**src/inc/dp_slave_consts.svh**
```systemverilog
// Constants for the fieldbus slave state machine
`ifndef DP_SLAVE_CONSTS_SVH
`define DP_SLAVE_CONSTS_SVH

// Highest legal station address
`define DP_ADDR_MAX        7'h7D
// Telegram type codes seen on the request port
`define DP_TEL_PARAM       2'h1
`define DP_TEL_CONFIG      2'h2
`define DP_TEL_DATA        2'h3
// Standard part of a parametrizing telegram, in bytes
`define DP_PARAM_STD_BYTES 8'h07
// Reset value of the module selection
`define DP_CFG_RESET       8'h00

`endif

```
**src/inc/dp_slave_pkg.sv**
```systemverilog
// Types for the fieldbus slave state machine
package dp_slave_pkg;

   // Slave communication states
   typedef enum logic [1:0] {
      SEARCH_BAUD  = 2'b00,
      AWAIT_PARAM  = 2'b01,
      AWAIT_CONFIG = 2'b10,
      DATA_EXCHG   = 2'b11
   } dp_state_t;

   // One decoded telegram from the bus receiver
   typedef struct packed {
      logic [1:0]  kind;      // Telegram type
      logic [6:0]  dest;      // Destination station address
      logic [15:0] ident;     // Ident number carried by a parametrizing telegram
      logic [7:0]  length;    // Byte count of the telegram body
      logic [7:0]  modules;   // Module selection bits from a configuration
   } dp_req_t;

   // Whole state of the slave
   typedef struct packed {
      dp_state_t   state;
      logic        addrTaken;
      logic [6:0]  stationAddr;
      logic [7:0]  moduleSel;
      logic        txStart;
      logic        online;
   } dp_slave_state_t;

endpackage

```
**src/hw/dp_slave_fsm.sv**
```systemverilog
// Fieldbus slave communication state machine
//
// How it works
// - Find baud rate before any communication
// - Awaiting parameters, accept only parametrizing telegrams
// - Evaluate only the standard parameter part
// - Configuration sets count and kind of data
// - Any module mix, one 8-bit selection taken whole
// - Transmit only in answer to master
// - Station address 0..125 plus ident number
// - Address switches sampled once after reset
`include "dp_slave_consts.svh"

module dp_slave_fsm #(
   parameter logic [15:0] IDENT_NUMBER = 16'h1234,   // Arbitrary value
   parameter int          CHANNELS     = 2
) (
   // Clock and reset
   input  wire logic                      ref_clk,
   input  wire logic                      sys_rst,
   // Bus receiver side
   input  wire logic                      baudLocked,
   input  wire logic                      reqValid,
   input  wire dp_slave_pkg::dp_req_t     req,
   // Address switches
   input  wire logic [6:0]                addrSwitch,
   // Drive side
   output logic                           txStart,
   output logic [7:0]                     moduleSel,
   output logic                           online,
   output logic [6:0]                     stationAddr,
   output dp_slave_pkg::dp_state_t        state
);

   // ****************************************
   // State registers
   // ****************************************
   dp_slave_pkg::dp_slave_state_t cur;       // Registered state
   dp_slave_pkg::dp_slave_state_t next_cur;  // Next state
   logic                          forMe;     // Telegram addressed here
   logic                          paramHit;  // Addressed parametrizing telegram
   logic                          configHit; // Addressed configuration telegram
   logic                          dataHit;   // Addressed cyclic data request
   logic                          paramGood; // Parametrization passing the standard checks

   // ****************************************
   // Telegram decoding
   // ****************************************
   // True when an addressed telegram of the wanted kind is on the port
   function automatic logic tel_hit(input logic       hereNow,
                                    input logic [1:0] kindSeen,
                                    input logic [1:0] kindWanted);
      tel_hit = hereNow && (kindSeen == kindWanted);
   endfunction

   // Addressed telegram check; nothing is heard before the address is sampled
   assign forMe = reqValid && cur.addrTaken && (req.dest == cur.stationAddr);
   // Kind decode, shared by every state except SEARCH_BAUD
   assign paramHit  = tel_hit(forMe, req.kind, `DP_TEL_PARAM);
   assign configHit = tel_hit(forMe, req.kind, `DP_TEL_CONFIG);
   assign dataHit   = tel_hit(forMe, req.kind, `DP_TEL_DATA);
   // Only the standard part and the ident number decide; extra bytes are ignored
   assign paramGood = paramHit && (req.length >= `DP_PARAM_STD_BYTES)
                      && (req.ident == IDENT_NUMBER);

   // ****************************************
   // Next-state logic
   // ****************************************
   always_comb begin
      next_cur         = cur;
      next_cur.txStart = 1'b0;
      // Address caught once after reset, clipped to legal range
      if (!cur.addrTaken) begin
         next_cur.addrTaken   = 1'b1;
         next_cur.stationAddr = (addrSwitch > `DP_ADDR_MAX) ? `DP_ADDR_MAX
                                                            : addrSwitch;
      end
      case (cur.state)
         dp_slave_pkg::SEARCH_BAUD: begin
            // Nothing is taken until the baud rate is known
            if (baudLocked && cur.addrTaken) begin
               next_cur.state = dp_slave_pkg::AWAIT_PARAM;
            end
         end
         dp_slave_pkg::AWAIT_PARAM: begin
            // Only parametrizing telegrams; standard part and ident checked
            if (paramGood) begin
               next_cur.state   = dp_slave_pkg::AWAIT_CONFIG;
               next_cur.txStart = 1'b1;
            end
         end
         dp_slave_pkg::AWAIT_CONFIG: begin
            // Configuration picks any module mix, taken whole as one byte
            if (configHit) begin
               next_cur.moduleSel = req.modules;
               next_cur.state     = dp_slave_pkg::DATA_EXCHG;
               next_cur.online    = 1'b1;
               next_cur.txStart   = 1'b1;
            end else if (paramHit) begin
               // A repeated parametrization is answered, the state is kept
               next_cur.txStart = 1'b1;
            end
         end
         default: begin
            // Cyclic exchange: answer each data request
            if (dataHit) begin
               next_cur.txStart = 1'b1;
            end else if (paramHit) begin
               // Renewed parametrization drops back to the configuration wait
               next_cur.state  = dp_slave_pkg::AWAIT_CONFIG;
               next_cur.online = 1'b0;
               next_cur.txStart = 1'b1;
            end
         end
      endcase
      // Lost baud lock sends the slave back to searching
      if (!baudLocked) begin
         next_cur.state   = dp_slave_pkg::SEARCH_BAUD;
         next_cur.online  = 1'b0;
         next_cur.txStart = 1'b0;
      end
   end

   // ****************************************
   // State register
   // ****************************************
   always_ff @(posedge ref_clk) begin
      if (sys_rst) begin
         cur <= '{state: dp_slave_pkg::SEARCH_BAUD, addrTaken: 1'b0,
                  stationAddr: 7'h00, moduleSel: `DP_CFG_RESET,
                  txStart: 1'b0, online: 1'b0};
      end else begin
         cur <= next_cur;
      end
   end

   // Outputs straight from flip-flops
   assign txStart     = cur.txStart;
   assign moduleSel   = cur.moduleSel;
   assign online      = cur.online;
   assign stationAddr = cur.stationAddr;
   assign state       = cur.state;

   // ****************************************
   // Assertions
   // ****************************************
   // A transmission always answers a telegram taken one cycle before
   a_tx_only_answer: assert property (@(posedge ref_clk) disable iff (sys_rst)
      txStart |-> $past(reqValid))
      else $error("Transmit started without a request");
   // The answered telegram carried this station's address
   a_tx_addressed: assert property (@(posedge ref_clk) disable iff (sys_rst)
      txStart |-> $past(req.dest) == stationAddr)
      else $error("Answer to a telegram for another station");
   // No answer while the baud rate is still searched
   a_search_quiet: assert property (@(posedge ref_clk) disable iff (sys_rst)
      cur.state == dp_slave_pkg::SEARCH_BAUD |-> !txStart)
      else $error("Transmit during baud search");
   // Lost lock always lands in the search state
   a_baud_first: assert property (@(posedge ref_clk) disable iff (sys_rst)
      !baudLocked |=> cur.state == dp_slave_pkg::SEARCH_BAUD)
      else $error("Left baud search unlocked");
   // Search only ever leads to the parameter wait
   a_search_exit: assert property (@(posedge ref_clk) disable iff (sys_rst)
      (cur.state == dp_slave_pkg::SEARCH_BAUD) ##1 (cur.state != $past(cur.state))
      |-> cur.state == dp_slave_pkg::AWAIT_PARAM)
      else $error("Search left to a later state");
   // Parameter wait only leads on to configuration or back to search
   a_no_skip_state: assert property (@(posedge ref_clk) disable iff (sys_rst)
      (cur.state == dp_slave_pkg::AWAIT_PARAM) ##1 (cur.state != $past(cur.state))
      |-> cur.state inside {dp_slave_pkg::AWAIT_CONFIG, dp_slave_pkg::SEARCH_BAUD})
      else $error("State skipped");
   // Configuration wait only leads on to exchange or back to search
   a_cfg_exit: assert property (@(posedge ref_clk) disable iff (sys_rst)
      (cur.state == dp_slave_pkg::AWAIT_CONFIG) ##1 (cur.state != $past(cur.state))
      |-> cur.state inside {dp_slave_pkg::DATA_EXCHG, dp_slave_pkg::SEARCH_BAUD})
      else $error("Configuration wait left wrongly");
   // Other telegram kinds never end the parameter wait
   a_param_only: assert property (@(posedge ref_clk) disable iff (sys_rst)
      (cur.state == dp_slave_pkg::AWAIT_PARAM && !(reqValid && req.kind == `DP_TEL_PARAM))
      |=> cur.state != dp_slave_pkg::AWAIT_CONFIG)
      else $error("Left parameter wait without parametrization");
   // A good parametrization is answered and moves the machine on
   a_param_answered: assert property (@(posedge ref_clk) disable iff (sys_rst)
      (cur.state == dp_slave_pkg::AWAIT_PARAM && paramGood && baudLocked)
      |=> (txStart && cur.state == dp_slave_pkg::AWAIT_CONFIG))
      else $error("Good parametrization not taken");
   // A telegram shorter than the standard part is refused
   a_short_param: assert property (@(posedge ref_clk) disable iff (sys_rst)
      (cur.state == dp_slave_pkg::AWAIT_PARAM && req.length < `DP_PARAM_STD_BYTES)
      |=> cur.state != dp_slave_pkg::AWAIT_CONFIG)
      else $error("Short parametrization accepted");
   // A foreign ident number is refused
   a_ident_check: assert property (@(posedge ref_clk) disable iff (sys_rst)
      (cur.state == dp_slave_pkg::AWAIT_PARAM && reqValid && req.ident != IDENT_NUMBER)
      |=> cur.state != dp_slave_pkg::AWAIT_CONFIG)
      else $error("Foreign ident number accepted");
   // Going on line takes the module mix of the configuration
   a_modules_taken: assert property (@(posedge ref_clk) disable iff (sys_rst)
      $rose(online) |-> moduleSel == $past(req.modules))
      else $error("Module selection not taken");
   // The module mix only changes on an accepted configuration
   a_modules_held: assert property (@(posedge ref_clk) disable iff (sys_rst)
      !(cur.state == dp_slave_pkg::AWAIT_CONFIG && configHit) |=> $stable(moduleSel))
      else $error("Module selection changed without configuration");
   // On line only straight from the configuration wait
   a_online_needs_cfg: assert property (@(posedge ref_clk) disable iff (sys_rst)
      $rose(online) |-> $past(cur.state) == dp_slave_pkg::AWAIT_CONFIG)
      else $error("Online without configuration");
   // The on-line flag follows the exchange state exactly
   a_online_state: assert property (@(posedge ref_clk) disable iff (sys_rst)
      online == (cur.state == dp_slave_pkg::DATA_EXCHG))
      else $error("Online flag out of step with state");
   // Every addressed data request in exchange is answered
   a_data_answered: assert property (@(posedge ref_clk) disable iff (sys_rst)
      (cur.state == dp_slave_pkg::DATA_EXCHG && dataHit && baudLocked) |=> txStart)
      else $error("Data request not answered");
   // The sampled address stays inside the legal range
   a_addr_range: assert property (@(posedge ref_clk) disable iff (sys_rst)
      cur.addrTaken |-> cur.stationAddr <= `DP_ADDR_MAX)
      else $error("Station address out of range");
   // Once sampled, the address holds until the next reset
   a_addr_frozen: assert property (@(posedge ref_clk) disable iff (sys_rst)
      cur.addrTaken ##1 1'b1 |-> $stable(cur.stationAddr))
      else $error("Station address changed");

endmodule

```
**config.mk**
```make
export PLATFORM = sky130hd
export DESIGN_NAME = dp_slave_fsm
export DESIGN_NICKNAME = d
export VERILOG_FILES = /design/src/inc/dp_slave_pkg.sv /design/src/hw/dp_slave_fsm.sv
export VERILOG_INCLUDE_DIRS = /design/src /design/src/inc
export SDC_FILE = /design/constraint.sdc
export NUM_CORES = 1
export LEC_CHECK = 0
export BUFFER_PORTS_ARGS = -buffer_cell sky130_fd_sc_hd__buf_2
export CAP_MARGIN = 20
export CORE_AREA = 2 2 57 59
export CTS_CLUSTER_SIZE = 28
export DETAILED_ROUTE_END_ITERATION = 8
export DIE_AREA = 0 0 59 61
export HOLD_SLACK_MARGIN = 0.06
export PLACE_DENSITY = 0.74
export SKIP_LAST_GASP = 1
export SYNTH_ARGS = -nofsm -noshare
export SYNTH_HDL_FRONTEND = slang
export SYNTH_SLANG_ARGS = --single-unit
```
**constraint.sdc**
```tcl
create_clock -name ref_clk -period 1.5 [get_ports ref_clk]
set_input_delay 0.15 -clock ref_clk [delete_from_list [all_inputs] [get_ports ref_clk]]
set_output_delay 0.15 -clock ref_clk [all_outputs]
set_load 0.03 [all_outputs]
```
==> flow_metrics.py, run 1 <==
metrics = {
    "pwr": {
        "pwr-share-clk_pct": 29.5,
        "combPwrFrac_pct": 18.6,
        "powerDensity_nw_per_um2": 741.8,
        "p_switching_w": 0.0002809,
        "peakVddDrop_uv": 718.9,
        "leakage_nw": 0.8168,
        "p_sw_share_pct": 26.18,
        "internal_power_w": 0.0007920,
        "seqPwrFrac_pct": 52.0,
    },
    "run_status": {
        "failed_checks": "setup timing",
        "run_status": "finished with violations",
    },
    "floorplanning": {
        "num_rows": 20,
        "die_area_um2": 3599,
        "die_h_um": 61,
        "initial_utilization_pct": 36.14,
        "die_w_um": 59,
        "ios": 71,
        "core_area_um2": 2953,
    },
    "worst_setup_path": {
        "cp_num_buf_inv": 0,
        "crit_type": "flip-flop to flip-flop",
        "slowest_delay_ps": 370,
        "r2r-start": "stationAddr[4]$_SDFFE_PP0N_",
        "worst_ep_required_time_ps": 1690,
        "cp_max_fo": 8,
        "worstPathCellList": "xor2_1, nor4_4, nand4_4, mux2i_1, nor2_1",
        "cp_data_arrival_time_ps": 1730,
        "cp_top_family": "simple AND/OR/NAND/NOR gates",
        "worst_setup_path_start_kind": "flip-flop",
        "slowest_stage": "nor4_4",
        "critical_path.startpoint": "stationAddr[4]$_SDFFE_PP0N_",
        "endpoint_kind": "flip-flop",
    },
    "timing": {
        "fin_tns_setup_ps": -178.6,
        "layout_worst_path_cycle_share_pct": 102.4,
        "finalClockSkew_ps": 10.52,
        "finalCriticalPeriod_ps": 1535,
        "fmax_mhz": 651.3,
        "slew_headroom_pct": 69.86,
        "tightest_slew_ps": 448.7,
        "post-route-worst-setup-slack_ps": -35.46,
        "setup_violations": 10,
        "timing.final.max_slew_violations": 0,
        "hold_viol_final": 0,
        "rsz0062_at_grt": "true",
        "hold_slack_ps": 66.32,
    },
    "placement": {
        "gp_congestion": 0.6985,
        "portBuffers": 70,
        "dp_worst_setup_slack_ps": -81.94,
        "dp.cells": 202,
        "hpwlAfterDp_um": 1901,
    },
    "yosys": {
        "syn_area_um2": 1067,
        "synth.avg_cell_area_um2": 9.281,
        "ys.flop_type": "dfxtp_1",
        "synth_async_sr_flop_share_pct": 0,
        "synth_seq_cells": 20,
        "synth_warnings": 0,
        "synth_top_area_share_pct": 37.51,
        "netlist_top_cells_area": "dfxtp_1, mux2i_1, buf_4, nor2_1, xor2_1",
        "synthesis.nets": 167,
        "yosysMostFrequentCell": "dfxtp_1",
        "yosys.area.top_type": "dfxtp_1",
        "synth_edf_count": 0,
        "yosysSeqAreaShare_pct": 37.51,
        "synth_cells": 115,
        "synthDistinctLibCells": 27,
        "netlist_top_cells_count": "dfxtp_1, buf_4, nor2_1",
    },
    "grt": {
        "overflow": 0,
        "use_met2_pct": 27.62,
        "antenna_found_initial": 0,
        "grt_use_met3_pct": 5.330,
        "grt_max_degree": 16,
        "grt_util_met1_pct": 13.00,
        "grt_pass1_wl_um": 3705,
        "top_usage_layer": "met2",
        "grt_usage_pct": 13.71,
        "grt_pass1_vias": 936,
    },
    "final_layout": {
        "antenna_cells": 0,
        "area_growth_pct": 35.52,
        "fill_cells": 299,
        "drive_gt1_share_pct": 52.84,
        "final_cell_count_no_fill": 209,
        "layout.nets": 229,
    },
    "cts": {
        "cts_tree": "built",
        "cts_hold_buf": 0,
        "cts.sinks": 20,
        "clk_latency_ps": 310,
        "ctsHtreeMaxLevel": 1,
        "clockRootBuffer": "clkbuf_4",
        "path_clk_slew_ps": 120,
        "numCtsBuffers": 3,
        "clk_path_buf_depth": 2,
    },
    "route": {
        "vias_per_cell": 4.703,
        "drc": 0,
        "first_iter_violations": 1,
        "routed_wl_um": 2359,
        "firstDrtPassIters": 3,
        "drtAntennaViolNets": 0,
        "wl_per_cell_um": 11.29,
        "routed-via-count": 983,
    },
    "worst_hold_path": {
        "hold_path_startpoint": "req[4]",
        "hold_class": "input pin to flip-flop",
    },
    "job": {
        "drv_cap": 0,
    },
}
[worst register-to-register path, cell delays in order, from the launching register on]
cell and delay (ps):
dfxtp_1 330, xor2_1 180, nor4_4 370, nand4_4 270, mux2i_1 220, nor2_1 50
[power groups by stage]
| stage | registers (W) | logic (W) | clock network [W] |
|---|---|---|---|
| 2_1_floorplan | 0.000567 | 0.000112 | 0 |
| 3_3_place_gp | 0.000570 | 0.000187 | 0 |
| 3_5_place_dp | 0.000570 | 0.000189 | 0 |
| 4_1_cts | 0.000558 | 0.000192 | 0.000326 |
| 5_1_grt | 0.000560 | 0.000217 | 0.000348 |
| 6_report | 0.000558 | 0.000199 | 0.000316 |
[cell type report]
type                       count  area (µm²)  share of cell area, %
tap                           33       41.29                  2.855
sequential                    20       406.6                  28.11
timing repair buffer          76       395.4                  27.34
multi-input combinational     72       551.8                  38.15
inverter                       4       15.01                  1.038
clock buffer                   4       36.28                  2.509
[layer usage]
layer	vias up	routed length [µm]
li1	499	-
met1	431	897
met2	50	1224
met3	3	226
met4	0	10
met5	-	0
[what timing repair did]
action                     4_1_cts  5_1_grt
buffers inserted                 1        2
setup endpoints to repair       10       12
pin swaps                        3        8
gates resized for setup          2        7
cloned                           0        0
[stage by stage]
stage	total power [W]	cell area (µm²)	util, %
2_1_floorplan	0.0006791	1076	-
3_3_place_gp	0.0007569	1351	45.76
3_5_place_dp	0.0007590	1351	45.76
4_1_cts	0.001076	1398	47.33
5_1_grt	0.001125	1446	48.98
6_report	0.001073	1446	48.98
[state kept, by name (all words and copies together) (netlist names)]
signal	cells
state	2
cur	1
stationAddr	7
online	1
moduleSel	8
txStart	1
[path summary, 6_finish.rpt]
kind | cells after the start | slack (ps) | to
hold reg to reg | 2 | 500 | moduleSel[1]$_SDFFE_PP0P_
setup reg to reg | 5 | -40 | moduleSel[2]$_SDFFE_PP0P_
hold / removal | 3 | 70 | moduleSel[4]$_SDFFE_PP0P_
setup / recovery | 5 | -40 | moduleSel[2]$_SDFFE_PP0P_
[logic make-up after synthesis]
group / Yosys count / share of synthesized area (%)
simple gates: 38 / 20.75
buf+inv: 23 / 14.42
flops: 20 / 37.51
mux: 14 / 13.13
compound gates: 13 / 8.441
xor+xnor: 7 / 5.745
[cells in the final DEF, fill, tap and decap left out, types with 2 or more instances in the layout]
cell      count
buf_2        70
clkbuf_4      3
nor4b_1       3
mux2i_1      14
dfxtp_2       2
nand2_1       3
buf_4         6
nor2_1       18
nand4_1       3
o21ai_0       2
o21bai_1      2
a21oi_1       3
xor2_1        6
inv_1         4
dfxtp_1      17
(Power assumes the default switching activity.)
==> run 2, diff against run 1 <==
REMOVE_ABC_BUFFERS = 1   (was not set)
==> run 2 against run 1 <==
The flow now finishes without violations. Core utilization increased by 1.2 points. Register-to-register slack improved by 70 ps. Flip-flop and latch count unchanged. Clock power increased by 39%. Count of clock-buffer cells in the layout decreased by 1. Highest routed layer unchanged. Final area increased by 2.5%. Clock skew increased by 3.7 ps. Die area unchanged. Largest power group unchanged. Combinational power increased by 3%.
==> flow_metrics.py, run 2 (synthesis gave the netlist of run 1 again) <==
metrics = {
    "final_layout": {
        "fill_cells": 284,
        "mostFrequentLayoutCell": "buf_2",
        "layout.nets": 234,
        "final_util_pct": 50.21,
        "mostFrequentLayoutCells": "buf_2, nor2_1, dfxtp_1",
        "area_growth_pct": 38.92,
        "drive_gt1_share_pct": 51.93,
        "largest_reg_flops": 8,
        "antenna_cells": 0,
    },
    "worst_setup_path": {
        "critical_path.startpoint": "stationAddr[5]$_SDFFE_PP0N_",
        "crit_end": "moduleSel[6]$_SDFFE_PP0P_",
        "worst_setup_path_start_kind": "flip-flop",
        "r2r_cells": 6,
        "crit_type": "flip-flop to flip-flop",
        "r2r-start": "stationAddr[5]$_SDFFE_PP0N_",
        "slowest_stage": "dfxtp_1",
        "worst_ep_required_time_ps": 1710,
        "reg2reg_slack_ps": 30,
        "slowest_delay_ps": 330,
        "cp_max_fo": 8,
        "regToRegEndpoint": "moduleSel[6]$_SDFFE_PP0P_",
        "worstPathCellList": "xor2_1, nor4_2, buf_4, nand4_4, mux2i_1, nor2_1",
        "cp_data_arrival_time_ps": 1680,
        "endpoint_kind": "flip-flop",
    },
    "timing": {
        "finalCriticalPeriod_ps": 1470,
        "timing.final.max_slew_violations": 0,
        "fin_tns_setup_ps": 0,
        "layout_worst_path_cycle_share_pct": 97.99,
        "rsz0062_at_grt": "true",
        "hold_viol_final": 0,
        "slew_headroom_pct": 71.87,
        "finalClockSkew_ps": 14.21,
        "tightest_slew_ps": 418.8,
        "setup_violations": 0,
        "fmax_mhz": 680.4,
    },
    "cts": {
        "path_clk_slew_ps": 120,
        "clockRootBuffer": "clkbuf_4",
        "ctsHtreeMaxLevel": 1,
        "cts_tree": "built",
        "clk_latency_ps": 300,
        "clk_path_buf_depth": 2,
        "numCtsBuffers": 3,
        "cts.sinks": 20,
    },
    "grt": {
        "grt_usage_pct": 13.38,
        "grt_pass1_wl_um": 3657,
        "antenna_found_initial": 0,
        "top_usage_layer": "met2",
        "grt_util_met1_pct": 16.06,
        "grt_pass1_vias": 882,
        "grt_max_degree": 15,
        "use_met2_pct": 22.38,
        "grt_use_met3_pct": 3.838,
        "overflow": 0,
    },
    "pwr": {
        "peakVddDrop_uv": 710.5,
        "finalPower_w": 0.001202,
        "leakage_nw": 0.8450,
        "powerDensity_nw_per_um2": 810.6,
    },
    "route": {
        "drc": 0,
        "wl_per_cell_um": 11.17,
        "routed_wl_um": 2391,
        "routed-via-count": 1003,
        "drtAntennaViolNets": 0,
        "first_iter_violations": 12,
        "firstDrtPassIters": 4,
        "vias_per_cell": 4.687,
    },
    "floorplanning": {
        "core_area_um2": 2953,
        "num_rows": 20,
        "die_h_um": 61,
        "ios": 71,
        "die_area_um2": 3599,
        "initial_utilization_pct": 36.14,
        "die_w_um": 59,
    },
    "run_status": {
        "run_status": "finished clean",
    },
    "placement": {
        "gp_congestion": 0.7255,
        "hpwlAfterDp_um": 1954,
        "portBuffers": 70,
    },
    "worst_hold_path": {
        "hold_class": "input pin to flip-flop",
    },
    "job": {
        "drv_cap": 0,
    },
}
-- run 2: stage by stage --
stage	cell area [µm²]	std cells	worst slack (ps)	hold WS [ps]
2_1_floorplan	928.4	96	-186.1	222.4
3_3_place_gp	1388	208	38.30	373.4
3_5_place_dp	1388	208	-7.517	370.9
4_1_cts	1460	214	4.221	61.06
5_1_grt	1483	214	-104.1	65.19
6_report	1483	214	30.20	66.28
-- run 2: what timing repair did --
item                                   4_1_cts  5_1_grt
endpoints found under the hold margin        2        0
setup endpoints to repair                    1       12
pin swaps                                    1        6
gates resized for setup                      0        6
gates cloned                                 0        0
hold buffers                                 2        0
buffers inserted                             0        0
-- run 2: critical path, delay by kind of cell (launching register included) --
kind | cells | cell delay (ps)
multiplexers | 1 | 220
AND/OR/NAND/NOR | 3 | 520
XOR/XNOR | 1 | 160
buffers and inverters | 1 | 160
flip-flops | 1 | 330
-- run 2: layout make-up --
class,instances,area (µm²),share of cell area [%]
clock buffer,3,22.52,1.519
multi-input combinational,72,531.8,35.87
clock inverter,1,30.03,2.025
tap,33,41.29,2.785
sequential,20,404.1,27.26
inverter,4,15.01,1.013
timing repair buffer,81,437.9,29.54
-- run 2: per-layer routing --
metal | vias to the layer above | wire (µm)
li1 | 511 | -
met1 | 433 | 1060
met2 | 57 | 1019
met3 | 2 | 298
met4 | 0 | 13
met5 | - | 0
-- run 2: worst min-delay path by stage --
| stage | startpoint | to | slack (ps) | depth (start not counted) |
|---|---|---|---|---|
| after CTS | req[2] | moduleSel[2]$_SDFFE_PP0P_ | 60 | 3 |
| final | req[3] | moduleSel[3]$_SDFFE_PP0P_ | 70 | 3 |
| after floorplan | sys_rst | moduleSel[0]$_SDFFE_PP0P_ | 220 | 1 |
| after detailed placement | sys_rst | cur[17]$_SDFF_PP0_ | 370 | 2 |
| after global routing | req[5] | moduleSel[5]$_SDFFE_PP0P_ | 70 | 3 |
| after global placement | sys_rst | cur[17]$_SDFF_PP0_ | 370 | 2 |
-- run 2: where the power goes --
group | internal (W) | total (W) | switching, W
sequential | 0.000546 | 0.000557 | 0.0000111
clock | 0.000270 | 0.000440 | 0.000170
combinational | 0.000105 | 0.000205 | 0.0000998
total | 0.000921 | 0.00120 | 0.000281
